[src/rtl/relay_out_map.svh]
// Purpose: constants for the programmable relay output block
// Assumes: 10 MHz mclk
// Notes: definitions only
`ifndef RELAY_OUT_MAP_SVH
`define RELAY_OUT_MAP_SVH
`define SEL_DEFAULT 5'h07
`define SEL_MAX 5'h13
`define SEL_INVERT_MIN 5'h0A
`define SEL_STATE_MIN 5'h05
`define DELAY_MAX_S 10'h3E7
`define HOLD_S 10'h001
`define CLK_HZ 10000000
`define TICK_CYCLES (`CLK_HZ * 1)
`endif

[src/rtl/relay_out_pkg.sv]
// Purpose: types for the programmable relay output block
// Assumes: nothing
// Notes: event and status bundles
package relay_out_pkg;
  typedef struct packed {
    logic start_cmd;
    logic ramp_start;
    logic bypass_on;
    logic stop_cmd;
    logic stop_done;
  } events_s;
  typedef struct packed {
    logic ready;
    logic starting;
    logic bypass;
    logic fault;
  } status_s;
  typedef enum logic [1:0] {
    ST_IDLE = 2'b00,
    ST_DELAY = 2'b01,
    ST_HOLD = 2'b10
  } timer_e;
endpackage
[src/rtl/relay_out_ctrl.sv]
// Purpose: programmable relay output, timed and state modes
// Assumes: events are one-cycle pulses on mclk; status levels on mclk
// Notes: fault code is the starter's latest fault number, 0 for none
`include "relay_out_map.svh"

// What this block does
// - Selections 0-4 and 10-14 are timed, on five start/stop events.
// - Timed mode waits up to 999 s; zero delay acts at once.
// - Changed output held until the next 1 s tick, then reset level when starter ready.
// - A new motor start aborts timing and restarts the sequence.
// - Selections 5-9 and 15-19 follow fault, run, ready, start, bypass.
// - State mode ignores the delay setting.
// - Factory default load sets the selection to 7.
// - Motor fault indication only for faults 05,06,07,08,12,15.
// - Running means neither ready nor faulted.
// - Selections above 9 invert the relay output.
// - Selection accepts only values 0 to 19.
module relay_out_ctrl #(
  parameter int TICK_CYCLES = `TICK_CYCLES
) (
  input wire logic mclk,
  input wire logic rst_n,
  input wire logic sel_write,
  input wire logic [4:0] sel_wdata,
  input wire logic factory_load,
  input wire logic [9:0] output_delay_seconds,
  input wire relay_out_pkg::events_s events,
  input wire relay_out_pkg::status_s status,
  input wire logic [4:0] fault_code,
  output logic [4:0] output_function_select,
  output logic relay_drive
);
  logic [4:0] sel_reg;
  logic [31:0] tick_cnt_reg;
  logic tick;
  logic [9:0] sec_reg;
  relay_out_pkg::timer_e tstate_reg;
  logic [4:0] base;
  logic inv;
  logic timed;
  logic trig;
  logic motor_fault;
  logic state_out;
  logic active;
  logic relay_next;
  logic abort;
  logic delay_done;
  logic hold_done;

  // A start that is not itself the trigger cancels the running cycle
  assign abort = events.start_cmd && (base != 5'h00);

  // Saturate at the longest legal delay even if a larger value is applied
  assign delay_done = tick &&
                      (sec_reg + 10'h1 >= output_delay_seconds ||
                       sec_reg + 10'h1 >= `DELAY_MAX_S);

  // Hold is finished once one tick has been counted
  assign hold_done = (sec_reg >= `HOLD_S);

  // Out-of-range writes are dropped so the mode stays decodable
  always_ff @(posedge mclk or negedge rst_n) begin
    if (!rst_n) begin
      sel_reg <= `SEL_DEFAULT;
    end else if (factory_load) begin
      sel_reg <= `SEL_DEFAULT;
    end else if (sel_write && sel_wdata <= `SEL_MAX) begin
      sel_reg <= sel_wdata;
    end
  end
  assign output_function_select = sel_reg;

  assign inv = (sel_reg >= `SEL_INVERT_MIN);
  assign base = inv ? sel_reg - `SEL_INVERT_MIN : sel_reg;
  assign timed = (base < `SEL_STATE_MIN);

  always_comb begin
    case (base)
      5'h00: trig = events.start_cmd;
      5'h01: trig = events.ramp_start;
      5'h02: trig = events.bypass_on;
      5'h03: trig = events.stop_cmd;
      5'h04: trig = events.stop_done;
      default: trig = 1'b0;
    endcase
  end

  // Free-running tick; a restart does not realign it, so delays run up to 1 s short
  always_ff @(posedge mclk or negedge rst_n) begin
    if (!rst_n) begin
      tick_cnt_reg <= 32'h0;
    end else if (tick_cnt_reg == 32'(TICK_CYCLES - 1)) begin
      tick_cnt_reg <= 32'h0;
    end else begin
      tick_cnt_reg <= tick_cnt_reg + 32'h1;
    end
  end
  assign tick = (tick_cnt_reg == 32'(TICK_CYCLES - 1));

  always_ff @(posedge mclk or negedge rst_n) begin
    if (!rst_n) begin
      tstate_reg <= relay_out_pkg::ST_IDLE;
      sec_reg <= 10'h0;
    end else if (!timed) begin
      tstate_reg <= relay_out_pkg::ST_IDLE;
      sec_reg <= 10'h0;
    end else if (abort) begin
      tstate_reg <= relay_out_pkg::ST_IDLE;
      sec_reg <= 10'h0;
    end else if (trig) begin
      sec_reg <= 10'h0;
      if (output_delay_seconds == 10'h0) begin
        tstate_reg <= relay_out_pkg::ST_HOLD;
      end else begin
        tstate_reg <= relay_out_pkg::ST_DELAY;
      end
    end else begin
      case (tstate_reg)
        relay_out_pkg::ST_DELAY: begin
          if (delay_done) begin
            tstate_reg <= relay_out_pkg::ST_HOLD;
            sec_reg <= 10'h0;
          end else if (tick) begin
            sec_reg <= sec_reg + 10'h1;
          end
        end
        relay_out_pkg::ST_HOLD: begin
          if (hold_done) begin
            if (status.ready) begin
              tstate_reg <= relay_out_pkg::ST_IDLE;
              sec_reg <= 10'h0;
            end
          end else if (tick) begin
            sec_reg <= sec_reg + 10'h1;
          end
        end
        default: begin
          sec_reg <= 10'h0;
        end
      endcase
    end
  end

  always_comb begin
    case (fault_code)
      5'h05, 5'h06, 5'h07, 5'h08, 5'h0C, 5'h0F: motor_fault = 1'b1;
      default: motor_fault = 1'b0;
    endcase
  end

  // Delay setting is never read on this path
  always_comb begin
    case (base)
      5'h05: state_out = motor_fault;
      5'h06: state_out = !status.ready && !status.fault;
      5'h07: state_out = status.ready;
      5'h08: state_out = status.starting;
      5'h09: state_out = status.bypass;
      default: state_out = 1'b0;
    endcase
  end

  assign active = timed ? (tstate_reg == relay_out_pkg::ST_HOLD) : state_out;
  assign relay_next = active ^ inv;

  // Reset level is open; inverted timed selections settle closed one edge later
  always_ff @(posedge mclk or negedge rst_n) begin
    if (!rst_n) begin
      relay_drive <= 1'b0;
    end else begin
      relay_drive <= relay_next;
    end
  end
endmodule // relay_out_ctrl

[config.mk]
export PLATFORM = sky130hd
export DESIGN_NAME = relay_out_ctrl
export DESIGN_NICKNAME = d
export VERILOG_FILES = /design/src/rtl/relay_out_pkg.sv /design/src/rtl/relay_out_ctrl.sv
export VERILOG_INCLUDE_DIRS = /design/src /design/src/rtl
export SDC_FILE = /design/constraint.sdc
export NUM_CORES = 1
export LEC_CHECK = 0
export ABC_AREA = 1
export BUFFER_PORTS_ARGS = -buffer_cell sky130_fd_sc_hd__buf_4
export CELL_PAD_IN_SITES_DETAIL_PLACEMENT = 1
export CELL_PAD_IN_SITES_GLOBAL_PLACEMENT = 1
export CORE_ASPECT_RATIO = 1.75
export CORE_MARGIN = 2
export CORE_UTILIZATION = 47
export DETAILED_ROUTE_END_ITERATION = 6
export GPL_TIMING_DRIVEN = 0
export PLACE_DENSITY = 0.95
export SYNTH_ARGS = -nofsm -noshare
export SYNTH_HDL_FRONTEND = slang
export SYNTH_SLANG_ARGS = --single-unit
[constraint.sdc]
create_clock -name mclk -period 4.15 [get_ports mclk]
set_input_delay 0.2075 -clock mclk [delete_from_list [all_inputs] [get_ports mclk]]
set_output_delay 0.2075 -clock mclk [all_outputs]
set_load 0.01 [all_outputs]
=== Word-level counts from Yosys, hierarchy flattened ===
Cells that the tools add are included.
Widths: inputs -> output; s select.

* Bits in registers: 50
* Bits of input ports: 33
* Output and inout bits: 6
* Word-level logic and storage cells: 75

* $add $sub $neg: 3
* $lt $le $gt $ge: 6
* Eq/ne operators: 23
* Multiplexer cells: 24
* Bitwise logic cells: 1
* Reductions and logical operators: 13

{| class="wikitable"
|+ Operators with widths
! operator !! number
|-
| $mux 10 || 7
|-
| $eq 5x3->1 const B || 7
|-
| $add 32x1->32 const B || 1
|-
| $eq 32x24->1 const B || 1
|-
| $mux 32 || 1
|-
| $eq 5x4->1 const B || 5
|-
| $pmux 10 s2 || 1
|-
| $mux 5 || 3
|-
| $ne 5x5->1 const B || 3
|-
| $mux 2 || 7
|-
| $add 10x1->10 const B || 1
|-
| $eq 5x2->1 const B || 2
|-
| $ge 10x1->1 const B || 1
|-
| $ge 10x10->1 || 1
|-
| $ge 10x10->1 const B || 1
|-
| $logic_not 10->1 || 1
|-
| $pmux 1 s5 || 2
|-
| $ne 6x6->1 const B || 1
|-
| $reduce_or 6->1 || 1
|-
| $eq 5x1->1 const B || 1
|-
| $ge 5x4->1 const B || 1
|-
| $le 5x5->1 const B || 1
|-
| $logic_not 5->1 || 1
|-
| $lt 5x3->1 const B || 1
|-
| other kinds (13) || 18
|}

=== Longest topological paths before layout ===
Gate-level depths: netlist (run 1).

* Word-level depth: 9
* Depth in mapped cells: 21
* Gate-level depth less buffers: 20

=== Worst setup path after synthesis (run 1) ===
Ideal clock, no wire load.

* Path kind: register -> register
* From: reg sec_reg[0]
* To: reg sec_reg[0]
* Library setup time: 0.118 ns
* Data arrival time: 2.137 ns
* Required time: 4.032 ns
* Setup slack: 1.895 ns
* Stages on the path, launching flop included: 18
* Cell sequence: dfrtp_1 -> ha_1 -> or2_2 -> and2_1 -> ha_1 -> nand2_1 -> inv_1 -> nand2_1 -> nand3_1 -> nand2_1 -> nand2_1 -> nand2_1 -> nand3_1 -> nand2_1 -> nand2_1 -> nand2_2 -> a21oi_1 -> nor2_1

* Word-level cells in the longest chain between the ends: 9
* Elaborated cells between the ends (all ways): 14
* Classes of those cells: 1 x add/sub; 3 x order compare; 1 x eq/ne; 7 x mux; 2 x reduce/logical

{| class="wikitable"
|+ RTL lines
! element !! line !! text
|-
| start: declaration || relay_out_ctrl.sv:36 || <nowiki>logic [9:0] sec_reg;</nowiki>
|-
| start signal: assignment || relay_out_ctrl.sv:124 || <nowiki>sec_reg <= sec_reg + 10'h1;</nowiki>
|-
| start signal: assignment || relay_out_ctrl.sv:134 || <nowiki>sec_reg <= sec_reg + 10'h1;</nowiki>
|-
| $add 10x1->10 || n/a ||
|-
| $ge 10x10->1 (on tied branches) || n/a ||
|-
| $logic_or 1x1->1 (no source line) || n/a ||
|-
| $logic_and 1x1->1 || relay_out_ctrl.sv:54 || <nowiki>assign delay_done = tick &&</nowiki>
|-
| $mux 10 || relay_out_ctrl.sv:120 || <nowiki>if (delay_done) begin</nowiki>
|-
| $pmux 10 s2 || relay_out_ctrl.sv:118 || <nowiki>case (tstate_reg)</nowiki>
|-
| $mux 10 || relay_out_ctrl.sv:110 || <nowiki>end else if (trig) begin</nowiki>
|-
| $mux 10 || relay_out_ctrl.sv:107 || <nowiki>end else if (abort) begin</nowiki>
|-
| $mux 10 || relay_out_ctrl.sv:104 || <nowiki>end else if (!timed) begin</nowiki>
|}

Parallel ways exist; a longest one is shown, timed or not.
A chain may end at the register's enable or synchronous reset.

=== Worst setup path after layout (run 1) ===
* From: reg sec_reg[0]
* To: reg sec_reg[1]

The elaborated chain is that of the path after synthesis.

==> results of run 1 <==
[cell type report]
| type | count | area, um2 | share of cell area |
|---|---|---|---|
| Clock inverter | 3 | 23.8 | 0.00537 |
| Inverter | 102 | 383 | 0.0866 |
| Clock buffer | 5 | 125 | 0.0283 |
| Tap cell | 90 | 113 | 0.0255 |
| Buffer | 7 | 45.0 | 0.0102 |
| Multi-Input combinational cell | 391 | 2180 | 0.494 |
| Sequential cell | 50 | 1250 | 0.284 |
| Timing Repair Buffer | 39 | 295 | 0.0668 |
[cell families (layout without fill, tap and decap cells)]
kind of cell	Yosys count	after routing	share of synthesized area
AOI/OAI and AO/OA	55	55	0.0919
buffers and inverters	109	156	0.111
DFF	50	50	0.325
adders and majority gates	17	17	0.0550
and+or+nand+nor	298	298	0.370
xor gates and xnor gates	21	21	0.0476
[synthesized netlist by cell type, types with 17 or more instances]
cell / n / area [um2]
a21oi_1: 19 / 95.1
dfrtp_1: 47 / 1180
ha_1: 17 / 213
inv_1: 98 / 368
nand2_1: 115 / 432
nand3_1: 52 / 260
nand4_1: 18 / 113
nor2_1: 55 / 206
nor3_1: 21 / 105
o21ai_0: 17 / 85.1
xor2_1: 17 / 149
[per-stage QoR]
stage	hold slack, ns	cell area [um2]
final	0.152	4420
after detailed placement	0.283	4260
after floorplan	-0.0881	3870
after global routing	0.174	4420
after CTS	0.152	4420
after global placement	0.276	4260
[worst paths after layout]
check | startpoint | end | slack, ns | depth (start not counted)
hold / removal | sel_wdata[0] | output_function_select[0] | 0.15 | 3
setup reg to reg | sec_reg[0] | sec_reg[1] | 1.42 | 14
min in group asynchronous | rst_n | tick_cnt_reg[10] | 0.48 | 2
max in group asynchronous | rst_n | tick_cnt_reg[11] | 3.21 | 2
setup / recovery | sec_reg[0] | sec_reg[1] | 1.42 | 14
hold reg to reg | tick_cnt_reg[0] | tick_cnt_reg[0] | 0.47 | 1
[power breakdown]
group | switching, mW | internal, mW | leakage (nW)
Clock | 0.204 | 0.226 | 0.0664
Sequential | 0.0146 | 0.502 | 0.669
Combinational | 0.178 | 0.0979 | 1.54
Total | 0.396 | 0.826 | 2.28
[layer usage]
| metal | share of wire | GRT usage |
|---|---|---|
| met5 | 0 | 0 |
| met4 | 0.055 | 0.188 |
| met3 | 0.021 | 0.0332 |
| met2 | 0.59 | 0.555 |
| met1 | 0.34 | 0.253 |
[worst reg2reg max path: cells and delay by family, from the launching register on]
kind / cells / cell delay [ns]
adder cells (fa/ha/maj): 2 / 0.67
AND/OR/NAND/NOR: 10 / 1.12
AO/OA/AOI/OAI: 2 / 0.41
flip-flops: 1 / 0.47
==> results_dict.tcl, run 1 <==
set metrics [dict create \
    tritoncts "done" \
    maxSlewHeadroom 0.525 \
    viasPerCell 5.74 \
    antenna_found_initial 0 \
    tightestPinTransition_ns 0.707 \
    drv_cap 0 \
    drtIter0Drc 141 \
    htreeDepth 2 \
    ys_seq_elements 50 \
    grt_max_degree 51 \
    critPathMaxStageDelay_ns 0.47 \
    core_area_um2 7960 \
    io_buffers 38 \
    clkTransAtPathRegs_ns 0.08 \
    post-route-min-period_ns 2.73 \
    rsz0062_at_grt "no" \
    syn_avg_cell_area_um2 7.03 \
    hold_violations 0 \
    fill_cells 1051 \
    synth_edf_count 0 \
    p_leak_nw 2.28 \
    cts_buffers 5 \
    drive_above_1_share 0.157 \
    first_pass_iters 4 \
    globalplace.congestion 0.854 \
    setup-tns-final_ns 0 \
    wl_per_cell_um 17.4 \
    dp_hpwl_mm 9.36 \
    setup_slack_ns 1.42 \
    crit_fanout 10 \
    cp.arrival_ns 2.97 \
    grt_pass1_vias 4314 \
    synth_top_flop_cell "dfrtp_1" \
    final_max_slew_viol_count 0 \
    cpMostUsedCell "nand2_1" \
    async_reset_ff_frac 1.00 \
    cts-resized-gates 0 \
    cts.sinks 50 \
    worstPathCellList "ha_1 > nand3_1 > o21ai_0 > nand2_1 > ha_1 > nand2_1 > nor2_1 > a211oi_1 > nand3_1 > nand2_1 > nand2_1 > nand2_2 > nand4_1 > nand2_1" \
    cpMaxStageDelayCell "dfrtp_1" \
    insertedDiodeCount 0 \
    netlist_area_um2 3870 \
    power_mw 1.22 \
    ys_warn_count 0 \
    overflow 0 \
    ys_seq_area_frac 0.325 \
    hp-class "input pin to register" \
    die_w_um 72.6 \
    crit_type "register to register" \
    grt_pass1_wl_mm 19.5 \
    post-cts-setup-buffer-count 0 \
    place_inst 678 \
    die_area_um2 9000 \
    cp-start-kind "register" \
    area_growth_pct 14.4 \
    ir_drop_uv 308 \
    num_rows 43 \
    num_io_pins 39 \
    instances_no_fill 687 \
    drc 0 \
    final_nets 646 \
    fin_skew_ns 0.0105 \
    ys_types 41 \
    fin_util 0.555 \
    ant_nets 0 \
    setup_viol 0 \
    cts.path.max_buffers 2 \
    crit_required_ns 4.40 \
    cp_top_family "simple AND/OR/NAND/NOR gates" \
    grt_util_all_layers 0.280 \
    mostFrequentLayoutCell "nand2_1" \
    status "complete, no violations" \
    crit_path_end_kind "register" \
    postCtsHoldBufs 1 \
    power.density_nw_per_um2 276 \
    vias 3945 \
    initial_core_util 0.486 \
    die_h_um 124 \
    largest_register_ffs 32 \
    syn_nets 600 \
    wl_mm 11.9 \
    final_cell_mix "nand2_1 (115), inv_1 (98), nor2_1 (55), nand3_1 (52), dfrtp_1 (47)" \
    cts_root_buf "clkbuf_16" \
    path_buf_inv 0 \
    worstSkewPairLatency_ns 0.30 \
    fmax_mhz 366 \
    netlist_instances 550 \
    place_worst_setup_slack_ns 1.42 \
    fin_crit_sh 0.658 \
]
Power figures use the tool's default switching activity.
==> inputs of run 2 (changes only) <==
--- a/config.mk
+++ b/config.mk
@@ -6,16 +6,16 @@
 export SDC_FILE = /design/constraint.sdc
 export NUM_CORES = 1
 export LEC_CHECK = 0
-export ABC_AREA = 1
+export ABC_AREA = 0
 export BUFFER_PORTS_ARGS = -buffer_cell sky130_fd_sc_hd__buf_4
 export CELL_PAD_IN_SITES_DETAIL_PLACEMENT = 1
 export CELL_PAD_IN_SITES_GLOBAL_PLACEMENT = 1
 export CORE_ASPECT_RATIO = 1.75
 export CORE_MARGIN = 2
-export CORE_UTILIZATION = 47
+export CORE_UTILIZATION = 41
 export DETAILED_ROUTE_END_ITERATION = 6
 export GPL_TIMING_DRIVEN = 0
-export PLACE_DENSITY = 0.95
+export PLACE_DENSITY = 0.87
 export SYNTH_ARGS = -nofsm -noshare
 export SYNTH_HDL_FRONTEND = slang
 export SYNTH_SLANG_ARGS = --single-unit
==> constraint.sdc (replaced) <==
create_clock -name mclk -period 2.2 [get_ports mclk]
set_input_delay 0.11 -clock mclk [delete_from_list [all_inputs] [get_ports mclk]]
set_output_delay 0.11 -clock mclk [all_outputs]
set_load 0.01 [all_outputs]
==> results_dict.tcl, run 2 <==
set metrics [dict create \
    status "finished, violations left" \
    violations "setup timing" \
    regArea_um2 1260 \
    die_area_um2 9270 \
    grt_max_degree 51 \
    fill_cells 927 \
    die_h_um 126 \
    largest_register_ffs 32 \
    ys_types 65 \
    synth_top_flop_cell "dfrtp_1" \
    cp.arrival_ns 3.37 \
    mostFrequentLayoutCell "buf_4" \
    drc 0 \
    synth.most_common_cell "dfrtp_1" \
    ys_seq_area_frac 0.361 \
    cts.path.max_buffers 2 \
    final_cell_mix "buf_4 (72), dfrtp_1 (45), nor2_1 (29), nand2_1 (27), inv_1 (23)" \
    vias 3571 \
    tightestPinTransition_ns 0.750 \
    crit_path_end_kind "register" \
    crit_type "register to register" \
    initial_core_util 0.421 \
    netlist_instances 389 \
    power_mw 2.09 \
    drive_above_1_share 0.358 \
    yosysTopAreaCell "dfrtp_1" \
    netlist_area_um2 3480 \
    grt_util_all_layers 0.266 \
    final_max_slew_viol_count 0 \
    hp-class "input pin to register" \
    wl_per_cell_um 23.4 \
    num_io_pins 39 \
    synth_edf_count 0 \
    fin_skew_ns 0.00949 \
    setup_slack_ns -0.950 \
    cp-start-kind "register" \
    rsz0062_at_grt "yes" \
    antenna_found_initial 0 \
    async_reset_ff_frac 1.00 \
    worstSkewPairLatency_ns 0.30 \
    whs_ns 0.00347 \
    io_buffers 37 \
    die_w_um 73.6 \
    tritoncts "done" \
    clkTransAtPathRegs_ns 0.07 \
    num_rows 44 \
    critPathMaxStageDelay_ns 0.35 \
    grt_pass1_wl_mm 19.0 \
    yosys-top-cells-count "dfrtp_1 (47), nor2_1 (32), nand2_1 (29)" \
    ant_nets 0 \
    crit_fanout 8 \
    syn_avg_cell_area_um2 8.94 \
    ys_warn_count 0 \
    ys_seq_elements 50 \
    area_growth_pct 37.5 \
    cts.sinks 50 \
    htreeDepth 2 \
    maxSlewHeadroom 0.498 \
    multi_input_area_um2 2480 \
    syn_nets 439 \
    hold_violations 0 \
    cts_buffers 5 \
    wl_mm 13.2 \
    final_nets 521 \
    fmax_mhz 317 \
    worstPathCellList "buf_6 > nand2_4 > nor2_4 > nand3_4 > or2_4 > xnor2_2 > ha_1 > and4_4 > a2111oi_4 > a32oi_1 > o21ai_2 > buf_6 > a31oi_4 > a21oi_1" \
    p_leak_nw 2.07 \
    cpMaxStageDelayCell "dfrtp_1" \
    setup-tns-final_ns -11.09 \
    power.density_nw_per_um2 438 \
    drtIter0Drc 158 \
    core_area_um2 8260 \
    viasPerCell 6.33 \
    ys_top_cells_by_area "dfrtp_1 (34%), ha_1 (6.1%), xnor2_1 (5.0%)" \
    fin_crit_sh 1.43 \
    setup_viol 13 \
    post-route-min-period_ns 3.15 \
    first_pass_iters 4 \
    finalInstanceArea_um2 4780 \
    yosysTopAreaCellShare 0.338 \
    drv_cap 0 \
    crit_required_ns 2.42 \
    overflow 0 \
    dp_hpwl_mm 7.19 \
    insertedDiodeCount 0 \
    cts_root_buf "clkbuf_16" \
    ir_drop_uv 423 \
    post_dp_cell_area_um2 3970 \
    globalplace.congestion 0.861 \
    cpMostUsedCell "buf_6" \
    place_worst_setup_slack_ns -1.09 \
    grt_pass1_vias 3825 \
]
==> run 2: kinds of logic (layout without fill, tap and decap cells) <==
logic type	count (synthesis)	in the layout	share of synthesized area
simple gates	166	166	0.260
compound gates	79	80	0.166
flops	50	50	0.361
buf+inv	38	120	0.0529
xor+xnor	35	35	0.0881
fa+ha+maj	18	18	0.0640
mux	3	3	0.00863
==> run 2: repair_timing <==
| item | 4_1_cts | 5_1_grt |
|---|---|---|
| resized for setup | 50 | 33 |
| pin swaps | 17 | 16 |
| buffers inserted | 24 | 14 |
| hold buffers | 1 | 0 |
| setup endpoints to repair | 34 | 32 |
| cloned | 2 | 0 |
| hold endpoints to repair | 47 | 0 |
==> run 2: area by class of cell <==
type | instances | area share
inverters | 24 | 0.0194
well taps | 92 | 0.0241
flip-flops and latches | 50 | 0.263
multi-input cells | 302 | 0.518
plain buffers | 11 | 0.0188
repair buffers | 77 | 0.127
clock buffers | 6 | 0.0269
clock inverters | 2 | 0.00314
==> run 2: report_power, final <==
part           total [mW]  internal (mW)  switching [mW]  leakage (nW)
registers           0.944          0.933          0.0107         0.668
clock network       0.771          0.422           0.349        0.0631
logic               0.380          0.176           0.204          1.34
total                2.09           1.53           0.563          2.07
==> run 2: worst paths after layout <==
check | from | end | slack, ns | depth (start not counted)
max | sec_reg[3] | sec_reg[5] | -0.95 | 14
min | factory_load | output_function_select[3] | 0.003 | 2
max reg2reg | sec_reg[3] | sec_reg[5] | -0.95 | 14
min reg2reg | tick_cnt_reg[31] | tick_cnt_reg[31] | 0.48 | 1
max in group asynchronous | rst_n | sec_reg[1] | 1.32 | 2
min in group asynchronous | rst_n | output_function_select[4] | 0.40 | 2
==> run 2: metal layers <==
layer / routed length, um / track usage / vias up
li1: - / - / 1585
met1: 4520 / 0.261 / 1810
met5: 0 / 0 / -
met2: 7530 / 0.498 / 115
met4: 782 / 0.163 / 0
met3: 346 / 0.0328 / 61
==> run 2: worst max-delay path: cells and delay by family (launching register included) <==
| family | cells | cell delay, ns |
|---|---|---|
| AOI/OAI and AO/OA | 5 | 1.12 |
| and+or+nand+nor | 5 | 0.79 |
| DFF | 1 | 0.35 |
| adders and majority gates | 1 | 0.34 |
| buffers and inverters | 2 | 0.31 |
| xor gates and xnor gates | 1 | 0.16 |
==> run 2: through the flow <==
| step | utilization | cells |
|---|---|---|
| final | 0.579 | 564 |
| after global placement | 0.480 | 518 |
| after CTS | 0.551 | 551 |
| after floorplan | - | 389 |
| after detailed placement | 0.480 | 518 |
| after global routing | 0.579 | 564 |
